**config.mk**
```make
export PLATFORM = sky130hd
export DESIGN_NAME = stripe_code_frame_encoder
export DESIGN_NICKNAME = d
export VERILOG_FILES = /design/src/rtl/stripe_code_pkg.sv /design/src/rtl/stripe_pair_buffer.sv /design/src/rtl/stripe_code_frame_encoder.sv
export SDC_FILE = /design/constraint.sdc
export NUM_CORES = 1
export LEC_CHECK = 0
export BUFFER_PORTS_ARGS = -buffer_cell sky130_fd_sc_hd__buf_4
export CAP_MARGIN = 20
export CORE_ASPECT_RATIO = 0.9
export CORE_MARGIN = 2
export CORE_UTILIZATION = 40
export CTS_BUF_LIST = sky130_fd_sc_hd__clkbuf_8
export DETAILED_ROUTE_END_ITERATION = 10
export PLACE_DENSITY = 0.66
export SYNTH_ARGS = -nofsm -noshare
export SYNTH_HDL_FRONTEND = slang
export SYNTH_SLANG_ARGS = --single-unit
```
**constraint.sdc**
```tcl
create_clock -name core_clk_in -period 4.4 [get_ports core_clk_in]
set_input_delay 0.22 -clock core_clk_in [delete_from_list [all_inputs] [get_ports core_clk_in]]
set_output_delay 0.22 -clock core_clk_in [all_outputs]
set_load 0.005 [all_outputs]
```
**src/rtl/stripe_code_pkg.sv**
```systemverilog
// shared constants, types and coding functions of the stripe code encoder
`default_nettype none
package stripe_code_pkg;

	localparam logic [7:0]  SYNC_FIXED    = 8'h46;
	localparam logic [3:0]  SYNC_CODE     = 4'h0;
	localparam logic [3:0]  RESYNC_FIRST  = 4'h1;
	localparam logic [3:0]  RESYNC_LAST   = 4'hF;
	localparam logic [7:0]  LEAD_BYTE     = 8'h00;
	localparam logic [7:0]  TAIL_BYTE     = 8'h55;
	localparam logic [31:0] DETECT_POLY   = 32'h8000_0011;
	localparam logic [7:0]  FIELD_POLY    = 8'h1D;
	localparam logic [7:0]  GEN_C3        = 8'h0F;
	localparam logic [7:0]  GEN_C2        = 8'h36;
	localparam logic [7:0]  GEN_C1        = 8'h78;
	localparam logic [7:0]  GEN_C0        = 8'h40;
	localparam logic [3:0]  BLOCKS_MIN    = 4'h1;
	localparam logic [3:0]  BLOCKS_MAX    = 4'hC;
	localparam logic [2:0]  GROUP_LAST    = 3'h4;
	localparam logic [2:0]  TAIL_LAST     = 3'h5;
	localparam logic [5:0]  PARITY_GROUPS = 6'h04;
	localparam logic [3:0]  UNIT_BIT_LAST = 4'hF;

	typedef enum logic [2:0] {
		S_IDLE   = 3'b000,
		S_LEAD   = 3'b001,
		S_INFO   = 3'b011,
		S_DETECT = 3'b010,
		S_PARITY = 3'b110,
		S_TAIL   = 3'b111
	} frame_state_type;

	typedef struct packed {
		logic [15:0] chan;
		logic        info;
	} unit_type;

	// phase encoding, msb first; invert selects the outer-field mapping
	function automatic logic [15:0] phase_byte(input logic [7:0] d,
		input logic invert);
		logic [15:0] r;
		r = 16'h0000;
		for (int b = 7; b >= 0; b--) begin
			r[2*b+1] = d[b] ^ invert;
			r[2*b]   = ~(d[b] ^ invert);
		end
		return r;
	endfunction

	function automatic logic [15:0] sync_unit(input logic [3:0] code);
		logic [15:0] p;
		p = phase_byte({code, 4'h0}, 1'b1);
		return {SYNC_FIXED, p[15:8]};
	endfunction

	function automatic logic [31:0] detect_step(input logic [31:0] c,
		input logic [7:0] d);
		logic [31:0] r;
		r = c;
		for (int b = 7; b >= 0; b--) begin
			if (r[31] ^ d[b]) begin
				r = {r[30:0], 1'b0} ^ DETECT_POLY;
			end else begin
				r = {r[30:0], 1'b0};
			end
		end
		return r;
	endfunction

	function automatic logic [7:0] gf_mul(input logic [7:0] a,
		input logic [7:0] b);
		logic [7:0] r;
		logic [7:0] t;
		r = 8'h00;
		t = a;
		for (int i = 0; i < 8; i++) begin
			if (b[i]) begin
				r = r ^ t;
			end
			t = t[7] ? ({t[6:0], 1'b0} ^ FIELD_POLY) : {t[6:0], 1'b0};
		end
		return r;
	endfunction

	// one symbol into a systematic encoder, rem[31:24] is highest order
	function automatic logic [31:0] parity_step(input logic [31:0] rem,
		input logic [7:0] d);
		logic [7:0] fb;
		fb = d ^ rem[31:24];
		return {rem[23:16] ^ gf_mul(fb, GEN_C3),
			rem[15:8] ^ gf_mul(fb, GEN_C2),
			rem[7:0] ^ gf_mul(fb, GEN_C1),
			gf_mul(fb, GEN_C0)};
	endfunction

endpackage
`default_nettype wire

```
**src/rtl/stripe_pair_buffer.sv**
```systemverilog
// two-entry buffer with valid and ready on both sides
`timescale 1ns/1ns
`default_nettype none
module stripe_pair_buffer #(
	parameter int WIDTH = 8
) (
	input  wire logic             core_clk_in,
	input  wire logic             nrst_in,
	input  wire logic [WIDTH-1:0] fill_data_in,
	input  wire logic             fill_valid_in,
	output var  logic             fill_ready_out,
	output var  logic [WIDTH-1:0] drain_data_out,
	output var  logic             drain_valid_out,
	input  wire logic             drain_ready_in
);
	logic [WIDTH-1:0] slot [2];
	logic             wr_ptr;
	logic             rd_ptr;
	logic [1:0]       count;
	logic [1:0]       next_count;
	logic             push;
	logic             pop;

	assign push = fill_valid_in && fill_ready_out;
	assign pop  = drain_valid_out && drain_ready_in;
	assign drain_data_out  = slot[rd_ptr];
	assign drain_valid_out = count != 2'h0;

	always_comb begin
		next_count = count;
		if (push && !pop) begin
			next_count = count + 2'h1;
		end else if (pop && !push) begin
			next_count = count - 2'h1;
		end
	end

	always_ff @(posedge core_clk_in or negedge nrst_in) begin
		if (!nrst_in) begin
			count          <= 2'h0;
			fill_ready_out <= 1'b0;
			wr_ptr         <= 1'b0;
			rd_ptr         <= 1'b0;
		end else begin
			count          <= next_count;
			fill_ready_out <= next_count != 2'h2;
			wr_ptr         <= wr_ptr ^ push;
			rd_ptr         <= rd_ptr ^ pop;
		end
	end

	always_ff @(posedge core_clk_in) begin
		if (push) begin
			slot[wr_ptr] <= fill_data_in;
		end
	end
endmodule // stripe_pair_buffer
`default_nettype wire

```
**src/rtl/stripe_code_frame_encoder.sv**
```systemverilog
// stripe code frame encoder: fields, detect and parity codes, rz pulses
`timescale 1ns/1ns
`default_nettype none
// How it works
// - data field bit zero 01, one 10
// - outer fields use inverted bit mapping
// - rz pulse, at most half channel bit
// - lead, data, tail fields without gaps
// - lead field: sync byte, four 00
// - info bytes, detect bytes, parity bytes
// - resync before every four data bytes
// - tail: resync, four 55, resync
// - detect bit zero is last lsb
// - detect code: info mod x32+x31+x4+1
// - four reed-solomon interleaves, four parity each
// - interleave j takes bytes j+4i, detect j
// - sync: fixed 01000110 then four code bits
// - resyncs carry binary 1 to 15, then wrap to 1
module stripe_code_frame_encoder (
	input  wire logic       core_clk_in,
	input  wire logic       nrst_in,
	input  wire logic       start_in,
	input  wire logic [3:0] block_count_in,
	input  wire logic [7:0] info_data_in,
	input  wire logic       info_valid_in,
	output var  logic       info_ready_out,
	output var  logic       stripe_pulse_out,
	output var  logic       busy_out,
	output var  logic       done_out
);
	stripe_code_pkg::frame_state_type state;
	stripe_code_pkg::unit_type        unit;
	logic [2:0]  slot;
	logic [5:0]  grp;
	logic [5:0]  info_groups;
	logic [3:0]  resync_num;
	logic [31:0] detect;
	logic [3:0][31:0] parity;
	logic [1:0]  sidx;
	logic [7:0]  buf_data;
	logic        buf_valid;
	logic        buf_ready;
	logic [15:0] word;
	logic [3:0]  bit_cnt;
	logic        half;
	logic        loaded;
	logic        want;
	logic        fire;
	logic        unit_end;
	logic        start_ok;
	logic        resync_due;

	stripe_pair_buffer #(
		.WIDTH(8)
	) u_buffer (
		.core_clk_in    (core_clk_in),
		.nrst_in        (nrst_in),
		.fill_data_in   (info_data_in),
		.fill_valid_in  (info_valid_in),
		.fill_ready_out (info_ready_out),
		.drain_data_out (buf_data),
		.drain_valid_out(buf_valid),
		.drain_ready_in (buf_ready)
	);

	assign sidx     = 2'(slot - 3'h1);
	assign unit_end = loaded && half
		&& (bit_cnt == stripe_code_pkg::UNIT_BIT_LAST);
	assign want     = (state != stripe_code_pkg::S_IDLE)
		&& (!loaded || unit_end);
	assign fire     = want && (!unit.info || buf_valid);
	assign buf_ready = fire && unit.info;
	// a start waits until the last tail unit has left the shifter
	assign start_ok = start_in && !loaded
		&& block_count_in >= stripe_code_pkg::BLOCKS_MIN
		&& block_count_in <= stripe_code_pkg::BLOCKS_MAX;
	// resyncs head each data group and close the tail
	assign resync_due = fire && state != stripe_code_pkg::S_LEAD
		&& (slot == 3'h0 || (state == stripe_code_pkg::S_TAIL
		&& slot == stripe_code_pkg::TAIL_LAST));

	// next 16 channel bits to send
	always_comb begin
		unit.info = 1'b0;
		unit.chan = 16'h0000;
		case (state)
			stripe_code_pkg::S_LEAD: begin
				if (slot == 3'h0) begin
					unit.chan = stripe_code_pkg::sync_unit(
						stripe_code_pkg::SYNC_CODE);
				end else begin
					unit.chan = stripe_code_pkg::phase_byte(
						stripe_code_pkg::LEAD_BYTE, 1'b1);
				end
			end
			stripe_code_pkg::S_INFO: begin
				if (slot == 3'h0) begin
					unit.chan = stripe_code_pkg::sync_unit(
						resync_num);
				end else begin
					unit.info = 1'b1;
					unit.chan = stripe_code_pkg::phase_byte(
						buf_data, 1'b0);
				end
			end
			stripe_code_pkg::S_DETECT: begin
				if (slot == 3'h0) begin
					unit.chan = stripe_code_pkg::sync_unit(resync_num);
				end else begin
					unit.chan = stripe_code_pkg::phase_byte(
						detect[8*(3-sidx) +: 8], 1'b0);
				end
			end
			stripe_code_pkg::S_PARITY: begin
				if (slot == 3'h0) begin
					unit.chan = stripe_code_pkg::sync_unit(resync_num);
				end else begin
					unit.chan = stripe_code_pkg::phase_byte(
						parity[grp[1:0]][8*(3-sidx) +: 8],
						1'b0);
				end
			end
			stripe_code_pkg::S_TAIL: begin
				if (slot == 3'h0 || slot == stripe_code_pkg::TAIL_LAST) begin
					unit.chan = stripe_code_pkg::sync_unit(
						resync_num);
				end else begin
					unit.chan = stripe_code_pkg::phase_byte(
						stripe_code_pkg::TAIL_BYTE, 1'b1);
				end
			end
			default: begin
				unit.chan = 16'h0000;
			end
		endcase
	end

	// field sequencer
	always_ff @(posedge core_clk_in or negedge nrst_in) begin
		if (!nrst_in) begin
			state       <= stripe_code_pkg::S_IDLE;
			slot        <= 3'h0;
			grp         <= 6'h00;
			info_groups <= 6'h00;
		end else begin
			case (state)
				stripe_code_pkg::S_IDLE: begin
					if (start_ok) begin
						state       <= stripe_code_pkg::S_LEAD;
						slot        <= 3'h0;
						grp         <= 6'h00;
						info_groups <= {block_count_in, 2'b00} - 6'h01;
					end
				end
				stripe_code_pkg::S_LEAD: begin
					if (fire) begin
						if (slot == stripe_code_pkg::GROUP_LAST) begin
							state <= stripe_code_pkg::S_INFO;
							slot  <= 3'h0;
						end else begin
							slot <= slot + 3'h1;
						end
					end
				end
				stripe_code_pkg::S_INFO: begin
					if (fire) begin
						if (slot != stripe_code_pkg::GROUP_LAST) begin
							slot <= slot + 3'h1;
						end else if (grp == info_groups - 6'h01) begin
							state <= stripe_code_pkg::S_DETECT;
							slot  <= 3'h0;
						end else begin
							grp  <= grp + 6'h01;
							slot <= 3'h0;
						end
					end
				end
				stripe_code_pkg::S_DETECT: begin
					if (fire) begin
						if (slot == stripe_code_pkg::GROUP_LAST) begin
							state <= stripe_code_pkg::S_PARITY;
							grp   <= 6'h00;
							slot  <= 3'h0;
						end else begin
							slot <= slot + 3'h1;
						end
					end
				end
				stripe_code_pkg::S_PARITY: begin
					if (fire) begin
						if (slot != stripe_code_pkg::GROUP_LAST) begin
							slot <= slot + 3'h1;
						end else if (grp
							== stripe_code_pkg::PARITY_GROUPS - 6'h01) begin
							state <= stripe_code_pkg::S_TAIL;
							slot  <= 3'h0;
						end else begin
							grp  <= grp + 6'h01;
							slot <= 3'h0;
						end
					end
				end
				stripe_code_pkg::S_TAIL: begin
					if (fire) begin
						if (slot == stripe_code_pkg::TAIL_LAST) begin
							state <= stripe_code_pkg::S_IDLE;
						end else begin
							slot <= slot + 3'h1;
						end
					end
				end
				default: begin
					state <= stripe_code_pkg::S_IDLE;
				end
			endcase
		end
	end

	// resync numbering, wraps from 15 back to 1
	always_ff @(posedge core_clk_in or negedge nrst_in) begin
		if (!nrst_in) begin
			resync_num <= stripe_code_pkg::RESYNC_FIRST;
		end else if (state == stripe_code_pkg::S_IDLE) begin
			resync_num <= stripe_code_pkg::RESYNC_FIRST;
		end else if (resync_due) begin
			if (resync_num == stripe_code_pkg::RESYNC_LAST) begin
				resync_num <= stripe_code_pkg::RESYNC_FIRST;
			end else begin
				resync_num <= resync_num + 4'h1;
			end
		end
	end

	// detect code over information bytes
	always_ff @(posedge core_clk_in or negedge nrst_in) begin
		if (!nrst_in) begin
			detect <= 32'h0000_0000;
		end else if (state == stripe_code_pkg::S_IDLE) begin
			detect <= 32'h0000_0000;
		end else if (buf_ready) begin
			detect <= stripe_code_pkg::detect_step(detect,
				buf_data);
		end
	end

	// four interleaved parity encoders
	always_ff @(posedge core_clk_in or negedge nrst_in) begin
		if (!nrst_in) begin
			parity <= '0;
		end else if (state == stripe_code_pkg::S_IDLE) begin
			parity <= '0;
		end else if (buf_ready) begin
			parity[sidx] <= stripe_code_pkg::parity_step(parity[sidx],
				buf_data);
		end else if (fire && state == stripe_code_pkg::S_DETECT
			&& slot != 3'h0) begin
			parity[sidx] <= stripe_code_pkg::parity_step(parity[sidx],
				detect[8*(3-sidx) +: 8]);
		end
	end

	// channel bit shifter, two clocks per channel bit
	always_ff @(posedge core_clk_in or negedge nrst_in) begin
		if (!nrst_in) begin
			word    <= 16'h0000;
			bit_cnt <= 4'h0;
			half    <= 1'b0;
			loaded  <= 1'b0;
		end else if (fire) begin
			word    <= unit.chan;
			bit_cnt <= 4'h0;
			half    <= 1'b0;
			loaded  <= 1'b1;
		end else if (loaded) begin
			half <= ~half;
			if (half) begin
				if (bit_cnt == stripe_code_pkg::UNIT_BIT_LAST) begin
					loaded <= 1'b0;
				end else begin
					bit_cnt <= bit_cnt + 4'h1;
					word    <= {word[14:0], 1'b0};
				end
			end
		end
	end

	// registered outputs
	always_ff @(posedge core_clk_in or negedge nrst_in) begin
		if (!nrst_in) begin
			stripe_pulse_out <= 1'b0;
			busy_out         <= 1'b0;
			done_out         <= 1'b0;
		end else begin
			// pulse only in the first clock of a bit keeps stripes narrow
			stripe_pulse_out <= loaded && !half && word[15];
			busy_out         <= (state != stripe_code_pkg::S_IDLE) || loaded;
			done_out         <= unit_end && (state == stripe_code_pkg::S_IDLE);
		end
	end
endmodule // stripe_code_frame_encoder
`default_nettype wire

```
==> flow_summary.toml, run 1 <==
[timing]
hold_viol = 0
timing_max_transition_violations_final = 0
sum_neg_setup_slack_ps = 0
max_slew_margin_pct = 34.4
count_of_endpoints_failing_setup_in_the_final_report = 0
layout_min_cycle_time_ps = 3770
rsz0062_at_grt = "false"
fmax_mhz = 265
period_share_pct = 85.6
worst_slew_pin_slew_ps = 983
fin_worst_skew_ps = 19.1
fin_ws_ps = 632

[global_routing]
grtUsageTotal_pct = 19.6
maximum_number_of_pins_on_one_net_before_global_route_repair = 106
grt_antenna_before_repair = 0
grt_pass1_vias = 10300
grt_pass1_wl_um = 57500
gr-total-overflow = 0

[synth]
ffs_w_async_s_r_synth_pct = 93.0
synth_seq_cells = 227
portion_of_netlist_area_occupied_by_mux_cells_pct = 15.7
yosys.area_share.adder_pct = 1.35
ys_warn_count = 0
ys_dominant_reg_cell = "sky130_fd_sc_hd__dfrtp_1"
syn-cell-area_sq_um = 13900
synthXorXnorAreaFrac_pct = 14.4
synth_edf_count = 16
syn_avg_cell_area_sq_um = 10.6
yosysSeqAreaShare_pct = 41.3
synth-compound-area-share_pct = 11.2
syn-num-nets = 1349
main_combinational_cell_family_by_area_after_synthesis = "multiplexers"
synthSimpleGateAreaFrac_pct = 12.8
synth.distinct_cells = 67
gate_count_of_the_mapped_netlist = 1318

[critical_path]
critical_path.endpoint_type = "register"
crit_fanout = 34
r2r_cell_count = 10
critical_path.startpoint_type = "register"
timing.reg2reg.setup_slack_ps = 630
worstReg2RegEnd = "parity[61]"
cp_data_arrival_time_ps = 4180
cp_data_required_time_ps = 4820
worst_r2r_startpoint = "slot[0]"
timing_worst_setup_path_type = "register to register"

[die]
chipWidth_um = 201
row_count = 64
initial_core_util_pct = 40.8
core-area_sq_um = 34200
ios = 20
floorplan.die_area_sq_um = 36400
die_h_um = 181

[clock_network]
ctsRootBufferMaster = "sky130_fd_sc_hd__clkbuf_8"
clock_sink_count = 227
cts_tree = "yes"
cts.repair_timing.setup_buffer_count = 0
tritoncts.num_buffers = 41
htree_num_levels = 2
insertion_delay_ps = 560
worst_setup_hold_path_clk_slew_ps = 70
cts-root-to-sink-buffers = 3

[final_layout]
area_growth_pct = 11.2
seq_area_sq_um = 5770
layout.cells.most_common_list = "sky130_fd_sc_hd__dfrtp_1, sky130_fd_sc_hd__nand3_1, sky130_fd_sc_hd__o21ai_0"
antenna-diode-count = 0
final_common_cell = "sky130_fd_sc_hd__dfrtp_1"
nNetsFinal = 1362
n_fill_cell = 3183
combined_area_of_the_multi_input_logic_cells_sq_um = 7760
layout-drive-gt1-share_pct = 16.5

[pwr]
vdd.ir_drop.worst_mv = 0.364
power_leakage_nw = 6.58
pwr_density_cell_nw_per_um2 = 668

[drt]
wl_per_cell_um = 19.2
remaining_drc_errors = 0
dr_total_vias = 10300
drt_iter0_markers = 859
drt.antenna.violating_nets = 0
firstDrtPassIters = 5
drt_wl_total_um = 35000
vias_per_cell = 5.67

[place]
post-dp-hpwl_um = 23400
gp_routability_congestion = 0.888
port-buffer-count = 19
post_place_worst_slack_ps = 648

[worst_hold_path]
worst_hold_launch = "block_count_in[3]"
min_to = "info_groups[5]"
min_path_type = "input port to register"
hold-path-cell-count = 3

[run_status]
status = "completed"

[run]
max_cap_violations = 0
## critical path, cell delays in order (launching register included)
cell                       delay [ps]
sky130_fd_sc_hd__dfrtp_4          430
sky130_fd_sc_hd__clkinv_1          80
sky130_fd_sc_hd__ha_2             420
sky130_fd_sc_hd__buf_12           260
sky130_fd_sc_hd__mux4_2           430
sky130_fd_sc_hd__xnor2_2          580
sky130_fd_sc_hd__xnor2_2          260
sky130_fd_sc_hd__xnor3_1          380
sky130_fd_sc_hd__mux2i_1          340
sky130_fd_sc_hd__xnor2_1          280
sky130_fd_sc_hd__o21ai_1          140
## stage by stage
step,area [sq um],utilization (%),total power [mW],hold slack (ps),std cells
after floorplan,13900,-,7.04,-75.6,1318
after global placement,14600,42.7,8.35,384,1739
after detailed placement,14600,42.7,8.42,388,1739
after CTS,15500,45.4,10.4,0.220,1823
after global routing,15500,45.4,11.1,27.3,1823
final,15500,45.4,10.4,20.6,1823
## power breakdown
part	switching, mW	internal [mW]	leakage, nW
sequential	0.282	2.44	2.99
combinational	3.35	2.37	3.13
clock	0.900	1.02	0.453
total	4.54	5.83	6.58
## registers in the layout, indices dropped and copies added, names as in the netlist, 2 cells and up
register and count:
bit_cnt 4, detect 32, grp 6, info_groups 5, parity 128, resync_num 4, slot 3, state 3
u_buffer.count 2, u_buffer.slot 16, word 16
## layout make-up
cell class,count,area share [%]
Multi-Input combinational cell,978,50.0
Sequential cell,227,37.2
Clock buffer,46,4.08
Tap cell,462,3.73
Timing Repair Buffer,63,3.51
Clock inverter,27,0.960
Inverter,20,0.484
## Yosys cell counts (all sizes together), types with 3 or more instances
cell type | count | share of area (%)
dfrtp | 210 | 38
o21ai | 177 | 6.4
nand3 | 170 | 6.1
xnor2 | 123 | 8.8
nand2 | 120 | 3.2
mux4 | 74 | 12
clkbuf | 71 | 1.9
nor2 | 47 | 1.3
mux2i | 45 | 3.4
a21oi | 44 | 1.6
xor2 | 35 | 2.5
buf | 22 | 0.77
inv | 19 | 0.51
edfxtp | 16 | 3.4
ha | 15 | 1.3
xnor3 | 15 | 2.4
a21o | 9 | 0.48
and3 | 8 | 0.36
nand2b | 8 | 0.36
a31oi | 7 | 0.31
nor3 | 7 | 0.25
and2 | 5 | 0.22
a22oi | 4 | 0.22
and3b | 4 | 0.25
mux2 | 4 | 0.32
nor2b | 4 | 0.18
o21a | 4 | 0.22
o22a | 4 | 0.25
o22ai | 4 | 0.18
o2bb2ai | 4 | 0.25
o31ai | 4 | 0.22
xor3 | 4 | 0.68
nor4b | 3 | 0.19
## how the worst max path moves through the flow
stage,end,slack (ps),depth (start not counted),startpoint
2_1_floorplan,parity[28],370,14,slot[0]
3_3_place_gp,parity[29],660,10,slot[0]
3_5_place_dp,parity[61],650,10,slot[0]
4_1_cts,parity[61],630,10,slot[0]
5_1_grt,parity[44],450,10,slot[0]
6_report,parity[61],630,10,slot[0]
## timing repair
action                                 in CTS  in global routing
hold buffers                               11                  0
endpoints found under the hold margin     120                  0
gates resized for setup                     0                  0
## cell families after synthesis
| kind of cell | after synthesis |
|---|---|
| simple gates | 384 |
| buf+inv | 113 |
| mux | 123 |
| compound gates | 279 |
| fa+ha+maj | 15 |
| xor+xnor | 177 |
| flops | 227 |
## layer usage
| metal | global-route usage (%) | routed length, um | vias to the layer above |
|---|---|---|---|
| met3 | 4.08 | 2250 | 73 |
| met4 | 6.43 | 1010 | 0 |
| met5 | 0 | 0 | - |
| li1 | - | - | 4810 |
| met1 | 26.7 | 15400 | 5112 |
| met2 | 31.5 | 16300 | 337 |
No activity file was read; power rests on OpenSTA's default activity.
==> run 2: changes to the inputs <==
--- a/config.mk
+++ b/config.mk
@@ -12,7 +12,7 @@
 export CORE_UTILIZATION = 40
 export CTS_BUF_LIST = sky130_fd_sc_hd__clkbuf_8
 export DETAILED_ROUTE_END_ITERATION = 10
-export PLACE_DENSITY = 0.66
+export PLACE_DENSITY = 0.68
 export SYNTH_ARGS = -nofsm -noshare
 export SYNTH_HDL_FRONTEND = slang
 export SYNTH_SLANG_ARGS = --single-unit
==> constraint.sdc (replaced) <==
create_clock -name core_clk_in -period 3.1 [get_ports core_clk_in]
set_input_delay 0.155 -clock core_clk_in [delete_from_list [all_inputs] [get_ports core_clk_in]]
set_output_delay 0.155 -clock core_clk_in [all_outputs]
set_load 0.005 [all_outputs]
==> flow_summary.toml, run 2 (same netlist as run 1, synthesis figures left out) <==
[timing]
rsz0062_at_grt = "true"
fmax_mhz = 301
sum_neg_setup_slack_ps = -9240
period_share_pct = 107
fin_ws_ps = -226
hold_viol = 0
worst_slew_pin_slew_ps = 845
max_slew_margin_pct = 43.6
count_of_endpoints_failing_setup_in_the_final_report = 78
layout_min_cycle_time_ps = 3330
timing_max_transition_violations_final = 0
fin_worst_skew_ps = 22.2

[drt]
drt_wl_total_um = 40600
vias_per_cell = 5.77
dr_total_vias = 11400
drt_iter0_markers = 1015
remaining_drc_errors = 0
drt.antenna.violating_nets = 0
firstDrtPassIters = 7
wl_per_cell_um = 20.5

[pwr]
power.sequential.fraction_pct = 20.4
pwr_density_cell_nw_per_um2 = 1050
cellInternalPower_mw = 10.8
psw_mw = 7.97
power_leakage_nw = 7.60
power_frac_clock_pct = 15.1
power.switching_fraction_pct = 42.4
power.combinational.fraction_pct = 64.5
vdd.ir_drop.worst_mv = 0.512

[critical_path]
cp_data_arrival_time_ps = 3740
worst_r2r_startpoint = "slot[0]"
crit_fanout = 6
cp_data_required_time_ps = 3510
r2r_cell_count = 11
critical_path.endpoint_type = "register"
worstReg2RegEnd = "parity[111]"
critical_path.startpoint_type = "register"
timing.reg2reg.setup_slack_ps = -230
timing_worst_setup_path_type = "register to register"

[clock_network]
worst_setup_hold_path_clk_slew_ps = 70
cts_tree = "yes"
ctsRootBufferMaster = "sky130_fd_sc_hd__clkbuf_8"
tritoncts.num_buffers = 40
cts-root-to-sink-buffers = 3
htree_num_levels = 2
clock_sink_count = 227
insertion_delay_ps = 560

[place]
post-dp-hpwl_um = 25900
dpl.cell_count = 1837
gp_routability_congestion = 0.911
port-buffer-count = 19

[worst_hold_path]
min_to = "info_groups[5]"
worst_hold_launch = "block_count_in[1]"
hold-path-cell-count = 4
min_path_type = "input port to register"

[die]
die_h_um = 181
chipWidth_um = 201
core-area_sq_um = 34200
initial_core_util_pct = 40.8
ios = 20
row_count = 64
floorplan.die_area_sq_um = 36400

[final_layout]
biggestRegsByFlops = "parity (128), detect (32)"
n_fill_cell = 2829
area_growth_pct = 28.7
final-instance-count-excl-fill = 1976
antenna-diode-count = 0
registers.top_by_ff_count = "parity"
seq_area_sq_um = 5770
nNetsFinal = 1517
final_common_cell = "sky130_fd_sc_hd__dfrtp_1"
layout-drive-gt1-share_pct = 32.0
layout.cells.most_common_list = "sky130_fd_sc_hd__dfrtp_1, sky130_fd_sc_hd__nand3_1, sky130_fd_sc_hd__buf_4"
largest_reg_flops = 128
combined_area_of_the_multi_input_logic_cells_sq_um = 8740

[global_routing]
gr-usage-met2_pct = 34.8
gr-total-overflow = 0
grtUsageTotal_pct = 21.2
grt_pass1_vias = 11300
maximum_number_of_pins_on_one_net_before_global_route_repair = 163
use_met3_pct = 4.83
globalRouteMet1Util_pct = 28.0
grt_most_used_layer = "met2"
grt_pass1_wl_um = 62000
grt_antenna_before_repair = 0

[run_status]
violations = "negative setup slack"
status = "finished with violations"

[run]
max_cap_violations = 0
run 2: how the worst max path moves through the flow:
stage,endpoint,startpoint,cells after the start
after global routing,parity[15],slot[0],11
after detailed placement,parity[51],slot[0],10
after global placement,parity[108],slot[0],10
final,parity[111],slot[0],11
after floorplan,parity[14],slot[0],13
after CTS,parity[44],slot[0],11
run 2: repair_timing:
item | in CTS | in global routing
hold buffers | 12 | 0
hold endpoints to repair | 91 | 0
setup endpoints to repair | 80 | 121
gates cloned | 1 | 0
setup buffers | 24 | 32
gates resized for setup | 42 | 150
pin swaps | 29 | 77
run 2: routing by layer:
| metal | wire length [um] | part of all wire (%) | up-vias |
|---|---|---|---|
| li1 | - | - | 5123 |
| met1 | 16400 | 40 | 5730 |
| met2 | 20000 | 49 | 448 |
| met3 | 2730 | 6.7 | 100 |
| met4 | 1440 | 3.5 | 0 |
| met5 | 0 | 0 | - |
run 2: stage by stage:
step                      worst slack, ps  utilization (%)  instance area, sq um  total power, mW  hold slack, ps
after global placement              -89.0             45.7                 15600             13.2             223
after CTS                           -77.4             49.9                 17000             17.1            2.31
after floorplan                      -305                -                 14300             10.3            -141
after global routing                 -314             52.5                 17900             19.8            48.1
after detailed placement             -147             45.7                 15600             13.3             223
final                                -226             52.5                 17900             18.8            7.92
run 2: worst max-delay path: stages, from the launching register on:
cell and delay (ps):
sky130_fd_sc_hd__dfrtp_4 470, sky130_fd_sc_hd__clkinv_8 60, sky130_fd_sc_hd__ha_4 310, sky130_fd_sc_hd__buf_6 150, sky130_fd_sc_hd__mux4_2 390, sky130_fd_sc_hd__buf_6 170
sky130_fd_sc_hd__xor2_4 230, sky130_fd_sc_hd__xnor3_2 400, sky130_fd_sc_hd__xnor3_1 410, sky130_fd_sc_hd__mux2i_4 280, sky130_fd_sc_hd__xnor2_2 190, sky130_fd_sc_hd__o21ai_1 110
run 2: area by class of cell:
class                   count  area share (%)
multi-input cells         978            48.7
flip-flops and latches    227            32.1
repair buffers            219            10.9
clock buffers              51            3.91
well taps                 462            3.22
clock inverters            19           0.627
inverters                  20           0.488
run 2: power groups by stage:
stage	Combinational, mW	Clock (mW)	Sequential [mW]
finish	12.1	2.85	3.83
global route	12.8	3.04	3.88
CTS	10.4	2.88	3.82
detailed placement	9.47	0	3.87
global placement	9.30	0	3.85
floorplan	6.60	0	3.72
